File: src/verilog/cct_pkg.sv
// shared constants and types of the clock controller
package cct_pkg;

   // =========================================================
   // register offsets
   localparam logic [7:0] CCT_ADDR_CTRL = 8'h2C;
   localparam logic [7:0] CCT_ADDR_TONE = 8'h2D;
   localparam logic [7:0] CCT_ADDR_EVT_STAT = 8'h2E;
   localparam logic [7:0] CCT_ADDR_EVT_MASK = 8'h2F;

   // =========================================================
   // reset values
   localparam logic [7:0] CCT_CTRL_RST = 8'h00;
   localparam logic [7:0] CCT_TONE_RST = 8'h00;
   localparam logic [7:0] CCT_EVT_RST = 8'h00;

   // =========================================================
   // event bit positions in the event status register
   localparam int CCT_EVT_TICK = 0;
   localparam int CCT_EVT_PER = 1;
   localparam int CCT_EVT_WAKE = 2;
   localparam int CCT_EVT_W = 3;

   // =========================================================
   // timing counts in oscillator cycles
   localparam int unsigned CCT_TICK_DIV0 = 32'h0000_3E80;
   localparam int unsigned CCT_TICK_DIV1 = 32'h0000_7D00;
   localparam int unsigned CCT_TICK_DIV2 = 32'h0001_3880;
   localparam int unsigned CCT_TICK_DIV3 = 32'h0003_0D40;
   localparam int unsigned CCT_TONE_HALF1 = 32'h0000_07D0;
   localparam int unsigned CCT_TONE_HALF2 = 32'h0000_0FA0;
   localparam int unsigned CCT_TONE_HALF3 = 32'h0000_1F40;
   localparam int CCT_CNT_W = 18;

   // =========================================================
   // types
   typedef struct packed {
      logic       clk_out_en;
      logic [1:0] slow_divider;
      logic       slow_select;
      logic [1:0] period_select;
      logic       tick_irq_enable;
      logic       tick_flag;
   } cct_ctrl_t;

   typedef struct packed {
      logic [5:0] reserved;
      logic [1:0] tone_select;
   } cct_tone_t;

   typedef struct packed {
      logic [7:0] addr;
      logic [7:0] wdata;
      logic       wr;
      logic       rd;
   } cct_bus_req_t;

   typedef enum logic [1:0] {
      CCT_RUN       = 2'b00,
      CCT_WAIT      = 2'b01,
      CCT_ACT_HALT  = 2'b10,
      CCT_HALT      = 2'b11
   } cct_mode_t;

endpackage

File: src/verilog/cct_divider.sv
// free-running modulo counter with terminal pulse
`timescale 1ns/1ns
module cct_divider import cct_pkg::*; #(
   parameter int WIDTH = CCT_CNT_W
) (
   input  wire logic             clk,     // oscillator clock
   input  wire logic             sys_rst, // sync reset, high
   input  wire logic             run,     // count enable
   input  wire logic             clear,   // back to zero
   input  wire logic [WIDTH-1:0] limit,   // cycles per period
   output logic                  wrap     // last cycle of period
);

   logic [WIDTH-1:0] cnt;
   logic [WIDTH-1:0] next_cnt;

   assign wrap = run && !clear && (cnt >= limit - WIDTH'(1));

   always_comb begin
      next_cnt = cnt;
      if (clear) begin
         next_cnt = '0;
      end else if (wrap) begin
         next_cnt = '0;
      end else if (run) begin
         next_cnt = cnt + WIDTH'(1);
      end
   end

   always_ff @(posedge clk) begin
      if (sys_rst) begin
         cnt <= '0;
      end else begin
         cnt <= next_cnt;
      end
   end

   a_div_hold : assert property (@(posedge clk) disable iff (sys_rst)
      !run && !clear |=> cnt == $past(cnt)) else $error("divider moved while stopped");

endmodule // cct_divider

File: src/verilog/cct_evt_irq.sv
// sticky event status, mask and interrupt line
`timescale 1ns/1ns
module cct_evt_irq import cct_pkg::*; (
   input  wire logic                 clk,     // oscillator clock
   input  wire logic                 sys_rst, // sync reset, high
   input  wire logic [CCT_EVT_W-1:0] evt,     // event pulses
   input  wire logic                 wr_stat, // write-one-to-clear
   input  wire logic                 wr_mask, // mask write
   input  wire logic [7:0]           wdata,   // write data
   output logic      [7:0]           stat,    // sticky status
   output logic      [7:0]           mask,    // enable mask
   output logic                      irq      // level request
);

   logic [7:0] next_stat;
   logic [7:0] next_mask;

   always_comb begin
      next_stat = stat;
      next_mask = mask;
      if (wr_stat) begin
         next_stat = stat & ~wdata;
      end
      // set wins over clear
      next_stat[CCT_EVT_W-1:0] = next_stat[CCT_EVT_W-1:0] | evt;
      next_stat[7:CCT_EVT_W] = '0;
      if (wr_mask) begin
         next_mask = {{(8-CCT_EVT_W){1'b0}}, wdata[CCT_EVT_W-1:0]};
      end
   end

   always_ff @(posedge clk) begin
      if (sys_rst) begin
         stat <= CCT_EVT_RST;
         mask <= CCT_EVT_RST;
      end else begin
         stat <= next_stat;
         mask <= next_mask;
      end
   end

   assign irq = |(stat & mask);

endmodule // cct_evt_irq

File: src/verilog/cct_clock_ctrl.sv
// main clock controller: tick time base, slow core clock, clock out, tone
// =========================================================
//
// Local design decision: the strobed register port.
`timescale 1ns/1ns
module cct_clock_ctrl import cct_pkg::*; #(
   parameter int unsigned TICK_DIV0  = CCT_TICK_DIV0,
   parameter int unsigned TICK_DIV1  = CCT_TICK_DIV1,
   parameter int unsigned TICK_DIV2  = CCT_TICK_DIV2,
   parameter int unsigned TICK_DIV3  = CCT_TICK_DIV3,
   parameter int unsigned TONE_HALF1 = CCT_TONE_HALF1,
   parameter int unsigned TONE_HALF2 = CCT_TONE_HALF2,
   parameter int unsigned TONE_HALF3 = CCT_TONE_HALF3
) (
   input  wire logic         clk,             // oscillator clock
   input  wire logic         sys_rst,         // sync reset, high
   input  wire cct_bus_req_t bus,             // register request
   output logic      [7:0]   rdata,           // read data, next cycle
   input  wire logic         global_irq_mask, // processor mask active
   input  wire logic         wait_exec,       // wait instruction pulse
   input  wire logic         halt_exec,       // halt instruction pulse
   input  wire logic         ext_wake,        // halt-capable interrupt
   output cct_mode_t         power_mode,      // current power mode
   output logic              core_clk_en,     // one pulse per core cycle
   output logic              tick_irq,        // tick interrupt request
   output logic              wake_req,        // wake from wait/active-halt
   output logic              irq,             // event interrupt
   output logic              clk_out_pin,     // clock out level
   output logic              clk_out_oe,      // clock out drive enable
   output logic              tone_pin,        // tone level
   output logic              tone_oe          // tone drive enable
);

   // =========================================================
   // state
   cct_ctrl_t            ctrl;
   cct_ctrl_t            next_ctrl;
   cct_tone_t            tone;
   cct_tone_t            next_tone;
   cct_mode_t            mode;
   cct_mode_t            next_mode;
   logic [1:0]           act_per;
   logic [1:0]           next_act_per;
   logic [3:0]           slow_cnt;
   logic [3:0]           next_slow_cnt;
   logic                 tone_lvl;
   logic                 next_tone_lvl;
   logic                 clk_out_q;
   logic                 next_clk_out_q;
   logic [7:0]           next_rdata;
   logic [CCT_CNT_W-1:0] tick_limit;
   logic [CCT_CNT_W-1:0] tone_limit;
   logic                 tick_wrap;
   logic                 tone_wrap;
   logic                 regs_live;
   logic                 osc_run;
   logic                 tick_pend;
   logic                 rd_ctrl;
   logic [3:0]           slow_mask;
   logic [CCT_EVT_W-1:0] evt;
   logic [7:0]           evt_stat;
   logic [7:0]           evt_mask;

   assign regs_live = (mode == CCT_RUN) || (mode == CCT_WAIT);
   assign osc_run = (mode != CCT_HALT);
   assign rd_ctrl = bus.rd && (bus.addr == CCT_ADDR_CTRL) && regs_live;
   assign tick_pend = ctrl.tick_flag && ctrl.tick_irq_enable;

   // =========================================================
   // time base
   always_comb begin
      unique case (act_per)
         2'b00: tick_limit = CCT_CNT_W'(TICK_DIV0);
         2'b01: tick_limit = CCT_CNT_W'(TICK_DIV1);
         2'b10: tick_limit = CCT_CNT_W'(TICK_DIV2);
         2'b11: tick_limit = CCT_CNT_W'(TICK_DIV3);
      endcase
   end

   cct_divider #(.WIDTH(CCT_CNT_W)) u_tick (
      .clk     (clk),
      .sys_rst (sys_rst),
      .run     (osc_run),
      .clear   (1'b0),
      .limit   (tick_limit),
      .wrap    (tick_wrap)
   );

   // =========================================================
   // tone
   always_comb begin
      unique case (tone.tone_select)
         2'b01:   tone_limit = CCT_CNT_W'(TONE_HALF1);
         2'b10:   tone_limit = CCT_CNT_W'(TONE_HALF2);
         2'b11:   tone_limit = CCT_CNT_W'(TONE_HALF3);
         2'b00:   tone_limit = CCT_CNT_W'(TONE_HALF1);
      endcase
   end

   cct_divider #(.WIDTH(CCT_CNT_W)) u_tone (
      .clk     (clk),
      .sys_rst (sys_rst),
      .run     (osc_run),
      .clear   (tone.tone_select == 2'b00),
      .limit   (tone_limit),
      .wrap    (tone_wrap)
   );

   // =========================================================
   // registers and read path
   always_comb begin
      next_ctrl = ctrl;
      next_tone = tone;
      next_act_per = act_per;
      next_rdata = 8'h00;
      if (bus.wr && regs_live && bus.addr == CCT_ADDR_CTRL) begin
         next_ctrl = cct_ctrl_t'(bus.wdata);
         next_ctrl.tick_flag = ctrl.tick_flag;
      end
      if (bus.wr && regs_live && bus.addr == CCT_ADDR_TONE) begin
         next_tone.tone_select = bus.wdata[1:0];
         next_tone.reserved = '0;
      end
      if (rd_ctrl) begin
         next_ctrl.tick_flag = 1'b0;
      end
      if (tick_wrap) begin
         next_ctrl.tick_flag = 1'b1;
         next_act_per = ctrl.period_select;
      end
      if (bus.rd) begin
         unique case (bus.addr)
            CCT_ADDR_CTRL:     next_rdata = ctrl;
            CCT_ADDR_TONE:     next_rdata = tone;
            CCT_ADDR_EVT_STAT: next_rdata = evt_stat;
            CCT_ADDR_EVT_MASK: next_rdata = evt_mask;
            default:           next_rdata = 8'h00;
         endcase
      end
   end

   always_ff @(posedge clk) begin
      if (sys_rst) begin
         ctrl <= cct_ctrl_t'(CCT_CTRL_RST);
         tone <= cct_tone_t'(CCT_TONE_RST);
         act_per <= 2'b00;
         rdata <= 8'h00;
      end else begin
         ctrl <= next_ctrl;
         tone <= next_tone;
         act_per <= next_act_per;
         rdata <= next_rdata;
      end
   end

   // =========================================================
   // power modes
   always_comb begin
      next_mode = mode;
      unique case (mode)
         CCT_RUN: begin
            if (halt_exec) begin
               next_mode = ctrl.tick_irq_enable ? CCT_ACT_HALT : CCT_HALT;
            end else if (wait_exec) begin
               next_mode = CCT_WAIT;
            end
         end
         CCT_WAIT: begin
            if (tick_pend || ext_wake) begin
               next_mode = CCT_RUN;
            end
         end
         CCT_ACT_HALT: begin
            if (tick_pend || ext_wake) begin
               next_mode = CCT_RUN;
            end
         end
         CCT_HALT: begin
            if (ext_wake) begin
               next_mode = CCT_RUN;
            end
         end
      endcase
   end

   always_ff @(posedge clk) begin
      if (sys_rst) begin
         mode <= CCT_RUN;
      end else begin
         mode <= next_mode;
      end
   end

   assign power_mode = mode;
   assign wake_req = tick_pend && (mode == CCT_WAIT || mode == CCT_ACT_HALT);
   assign tick_irq = tick_pend && !global_irq_mask;

   // =========================================================
   // slow core clock, clock out, tone pin
   assign slow_mask = 4'h1 << ctrl.slow_divider;
   always_comb begin
      next_slow_cnt = slow_cnt;
      next_clk_out_q = clk_out_q;
      next_tone_lvl = tone_lvl;
      if (osc_run) begin
         next_slow_cnt = slow_cnt + 4'h1;
         if (ctrl.slow_select) begin
            next_clk_out_q = next_slow_cnt[ctrl.slow_divider];
         end else begin
            next_clk_out_q = !clk_out_q;
         end
      end
      if (tone.tone_select == 2'b00) begin
         next_tone_lvl = 1'b0;
      end else if (tone_wrap) begin
         next_tone_lvl = !tone_lvl;
      end
   end

   always_ff @(posedge clk) begin
      if (sys_rst) begin
         slow_cnt <= 4'h0;
         clk_out_q <= 1'b0;
         tone_lvl <= 1'b0;
      end else begin
         slow_cnt <= next_slow_cnt;
         clk_out_q <= next_clk_out_q;
         tone_lvl <= next_tone_lvl;
      end
   end

   assign core_clk_en = osc_run && (!ctrl.slow_select ||
                        ((slow_cnt & ((slow_mask << 1) - 4'h1)) == ((slow_mask << 1) - 4'h1)));
   assign clk_out_oe = ctrl.clk_out_en && (mode != CCT_ACT_HALT);
   assign clk_out_pin = clk_out_q && clk_out_oe;
   assign tone_oe = (tone.tone_select != 2'b00);
   assign tone_pin = tone_lvl;

   // =========================================================
   // event interrupt
   assign evt[CCT_EVT_TICK] = tick_wrap;
   assign evt[CCT_EVT_PER] = tick_wrap && (ctrl.period_select != act_per);
   assign evt[CCT_EVT_WAKE] = (mode != CCT_RUN) && (next_mode == CCT_RUN);

   cct_evt_irq u_evt (
      .clk     (clk),
      .sys_rst (sys_rst),
      .evt     (evt),
      .wr_stat (bus.wr && bus.addr == CCT_ADDR_EVT_STAT),
      .wr_mask (bus.wr && bus.addr == CCT_ADDR_EVT_MASK),
      .wdata   (bus.wdata),
      .stat    (evt_stat),
      .mask    (evt_mask),
      .irq     (irq)
   );

   // =========================================================
   // checks
   a_flag_set : assert property (@(posedge clk) disable iff (sys_rst)
      tick_wrap |=> ctrl.tick_flag) else $error("tick flag not set at period end");

   a_read_clears : assert property (@(posedge clk) disable iff (sys_rst)
      rd_ctrl && !tick_wrap |=> !ctrl.tick_flag) else $error("read did not clear flag");

   a_irq_gate : assert property (@(posedge clk) disable iff (sys_rst)
      tick_irq |-> ctrl.tick_flag && ctrl.tick_irq_enable && !global_irq_mask)
      else $error("tick request without its conditions");

   a_period_hold : assert property (@(posedge clk) disable iff (sys_rst)
      !tick_wrap |=> act_per == $past(act_per)) else $error("period changed mid-period");

   a_active_halt : assert property (@(posedge clk) disable iff (sys_rst)
      mode == CCT_RUN && halt_exec |=>
      mode == ($past(ctrl.tick_irq_enable) ? CCT_ACT_HALT : CCT_HALT))
      else $error("wrong halt kind entered");

   a_halt_stays : assert property (@(posedge clk) disable iff (sys_rst)
      mode == CCT_HALT && !ext_wake |=> mode == CCT_HALT && !tick_wrap)
      else $error("left full halt without halt-capable wake");

   a_frozen_regs : assert property (@(posedge clk) disable iff (sys_rst)
      mode == CCT_ACT_HALT && !tick_wrap |=> ctrl == $past(ctrl) && tone == $past(tone))
      else $error("registers moved in active-halt");

   a_clkout_off : assert property (@(posedge clk) disable iff (sys_rst)
      mode == CCT_ACT_HALT |-> !clk_out_oe && !clk_out_pin)
      else $error("clock out active in active-halt");

   a_wait_wake : assert property (@(posedge clk) disable iff (sys_rst)
      mode == CCT_WAIT && tick_pend |=> mode == CCT_RUN) else $error("tick did not end wait");

   a_tone_off : assert property (@(posedge clk) disable iff (sys_rst)
      tone.tone_select == 2'b00 |=> !tone_lvl) else $error("tone running while off");

   a_irq_holds : assert property (@(posedge clk) disable iff (sys_rst)
      tick_irq && !rd_ctrl && !global_irq_mask && $stable(ctrl.tick_irq_enable) |=>
      tick_irq || !ctrl.tick_irq_enable || global_irq_mask)
      else $error("tick request dropped early");

   c_tick : cover property (@(posedge clk) disable iff (sys_rst) tick_wrap ##1 rd_ctrl);
   c_act_wake : cover property (@(posedge clk) disable iff (sys_rst)
      mode == CCT_ACT_HALT ##1 mode == CCT_RUN);
   c_tone_edge : cover property (@(posedge clk) disable iff (sys_rst) tone_wrap);
   c_per_switch : cover property (@(posedge clk) disable iff (sys_rst) evt[CCT_EVT_PER]);

endmodule // cct_clock_ctrl

File: config.mk
export PLATFORM = sky130hd
export DESIGN_NAME = cct_clock_ctrl
export DESIGN_NICKNAME = d
export VERILOG_FILES = /design/src/verilog/cct_pkg.sv /design/src/verilog/cct_divider.sv /design/src/verilog/cct_evt_irq.sv /design/src/verilog/cct_clock_ctrl.sv
export SDC_FILE = /design/constraint.sdc
export NUM_CORES = 1
export LEC_CHECK = 0
export BUFFER_PORTS_ARGS = -buffer_cell sky130_fd_sc_hd__buf_2
export CORE_ASPECT_RATIO = 0.7
export CORE_UTILIZATION = 51
export DETAILED_ROUTE_END_ITERATION = 6
export PLACE_DENSITY = 0.86
export RECOVER_POWER = 50
export SYNTH_ARGS = -nofsm -noshare
export SYNTH_HDL_FRONTEND = slang
export SYNTH_SLANG_ARGS = --single-unit
File: constraint.sdc
create_clock -name clk -period 2.45 [get_ports clk]
set_clock_uncertainty 0.05 [all_clocks]
set_input_delay 0.245 -clock clk [delete_from_list [all_inputs] [get_ports clk]]
set_output_delay 0.245 -clock clk [all_outputs]
set_load 0.02 [all_outputs]
==> results.sh <==
export IMPL_drv_cap=0
export IMPL_cts_tree="yes"
export IMPL_post_place_ws_ns=0.119
export IMPL_rr_startpoint="act_per[1]$_SDFFE_PP0P_"
export IMPL_final_antenna_net_count=0
export IMPL_antenna_found_initial=0
export IMPL_std_cell_rows=25
export IMPL_ys_seq_area_share_pct=38.1
export IMPL_fin_area_mm2=0.00417
export IMPL_ir_drop_mv=0.342
export IMPL_hold_ws_ns=0.0935
export IMPL_grt_overflow=0
export IMPL_worst_ep_required_time_ns=2.62
export IMPL_fin_ws_ns=0.0576
export IMPL_die_area_mm2=0.00756
export IMPL_syn_area_mm2=0.00368
export IMPL_core_area_mm2=0.00685
export IMPL_grt_total_usage_pct=23.4
export IMPL_cts_htree_levels=3
export IMPL_tightest_slew_ns=0.638
export IMPL_worstPathArrival_ns=2.56
export IMPL_drt_iter0_markers=174
export IMPL_syn_avg_cell_area_um2=8.70
export IMPL_port_buffers=41
export IMPL_synth_edf_count=0
export IMPL_ioPinCount=42
export IMPL_grt_pass1_wl_um=14200
export IMPL_dp_hpwl_um=6110
export IMPL_netlist_instances=423
export IMPL_cp_start_kind="register"
export IMPL_ys_types=53
export IMPL_die_h_um=73.1
export IMPL_hold_path_class="input pin to register"
export IMPL_report_final_slew_viol_count=0
export IMPL_clockBufferDepth=2
export IMPL_worst_setup_path_end_kind="register"
export IMPL_hold_start="bus[9]"
export IMPL_final_cell_mix="70 x dfxtp_1, 42 x nor2_1, 38 x nand2_1"
export IMPL_hold_viol=0
export IMPL_gp_congestion=0.857
export IMPL_first_pass_iters=5
export IMPL_synth_seq_cells=70
export IMPL_vias=3238
export IMPL_p_leak_nw=1.66
export IMPL_place_area_mm2=0.00400
export IMPL_criticalPathCategory="register to register"
export IMPL_drcViolationCount=0
export IMPL_n_antenna_cell=0
export IMPL_clk_latency_ns=0.36
export IMPL_cts_sinks=70
export IMPL_final_nets=517
export IMPL_die_w_um=104
export IMPL_syn_to_final_growth_pct=13.4
export IMPL_start_util_pct=53.7
export IMPL_status="completed"
export IMPL_synthesis_nets=471
export IMPL_cts_buffers=9
export IMPL_drive_gt1_share_pct=14.6
export IMPL_postCtsHoldBufs=0
export IMPL_final_common_cell="dfxtp_1"
export IMPL_grt_max_degree=43
export IMPL_timing_final_crit_share_pct=97.6
export IMPL_cts_root_buf="clkbuf_8"
export IMPL_yosysWarningCount=0
export IMPL_critPathLaunch="act_per[1]$_SDFFE_PP0P_"
export IMPL_routed_wirelength_um=8460
export IMPL_avgRoutedWirePerCell_um=14.9
export IMPL_slew_headroom_pct=57.3
export IMPL_fmax_mhz=418
export IMPL_path_clk_slew_ns=0.08
export IMPL_power_density_mw_per_mm2=613
export IMPL_grt_pass1_vias=3068
export IMPL_ys_async_sr_fraction_pct=0
export IMPL_crit_fanout=15
export IMPL_ys_flop_type="dfxtp_1"
export IMPL_setup_violations=0
export IMPL_final_min_clock_period_ns=2.39
export IMPL_via_per_inst=5.70
-- Yosys cell counts (all sizes together) (6+ instances only) --
| library cell | number | area share (%) |
|---|---|---|
| nor2 | 42 | 4.4 |
| o21ai | 19 | 2.7 |
| clkbuf | 13 | 1.3 |
| xor2 | 29 | 6.9 |
| ha | 24 | 8.2 |
| dfxtp | 70 | 38 |
| and2 | 8 | 1.4 |
| a21oi | 25 | 3.7 |
| mux2i | 9 | 2.4 |
| xnor2 | 6 | 1.4 |
| nand4 | 15 | 2.6 |
| nand3 | 21 | 2.9 |
| nor3 | 20 | 4.1 |
| nor2b | 6 | 1.0 |
| nand2 | 38 | 3.9 |
| inv | 18 | 1.8 |
-- metal layers --
metal / routed length [um] / global-route usage (%) / vias to the layer above
li1: - / - / 1596
met3: 492 / 5.27 / 18
met2: 3890 / 38.4 / 92
met1: 3920 / 30.0 / 1532
met5: 0 / 0 / -
met4: 160 / 9.98 / 0
-- sequential cells by signal, indices dropped and copies added, names as in the netlist, 3 cells and up --
name	count
u_tick.cnt	18
u_tone.cnt	18
ctrl	8
rdata	8
slow_cnt	4
u_evt.mask	3
u_evt.stat	3
-- logic make-up (layout without fill, tap and decap cells) --
group	count (synthesis)	in the layout	share of synthesized area, %
AOI/OAI and AO/OA	69	69	11.7
xor gates and xnor gates	35	35	8.33
adders and majority gates	24	24	8.16
buffers and inverters	35	86	4.01
DFF	70	70	38.1
muxes	12	12	3.98
other	1	1	0.102
and+or+nand+nor	177	177	25.6
-- what timing repair did --
action                                  CTS  global route
gates resized for setup                   0             1
endpoints found under the setup margin    0            15
setup buffers                             0             2
-- per-stage QoR --
step	instances	TNS [ns]	total power, mW	utilization (%)
6_report	568	0	2.56	60.9
5_1_grt	568	-1.09	2.68	60.9
4_1_cts	566	0	2.58	61.2
3_5_place_dp	550	0	1.69	58.4
3_3_place_gp	550	0	1.67	58.4
2_1_floorplan	423	0	1.56	-
-- cell type report --
type | count | area [um^2]
Clock buffer | 11 | 151
Clock inverter | 5 | 40.0
Fill cell | 611 | 2680
Inverter | 18 | 67.6
Multi-Input combinational cell | 318 | 2130
Sequential cell | 70 | 1400
Tap cell | 94 | 118
Timing Repair Buffer | 52 | 269
-- worst max-delay path, cell delays in order (launching register included) --
cell and delay [ns]:
dfxtp_1 0.35, or2_2 0.29, ha_1 0.31, and4_1 0.21, a41oi_1 0.16, a211o_1 0.39
a21oi_4 0.22, buf_12 0.19, nor3_1 0.06
-- path summary, 6_finish.rpt --
| path | end | slack, ns | cells past startpoint |
|---|---|---|---|
| max | u_tick.cnt[6]$_SDFFE_PP0N_ | 0.06 | 8 |
| min | ctrl[7]$_SDFFE_PP0P_ | 0.09 | 3 |
| max reg2reg | u_tick.cnt[6]$_SDFFE_PP0N_ | 0.06 | 8 |
| min reg2reg | u_tone.cnt[1]$_SDFFE_PP0N_ | 0.43 | 2 |
-- where the power goes --
part | switching (mW) | internal, mW
clock | 0.467 | 0.432
sequential | 0.0615 | 1.19
combinational | 0.242 | 0.164
Note: power is estimated with default switching activity, not from simulation.
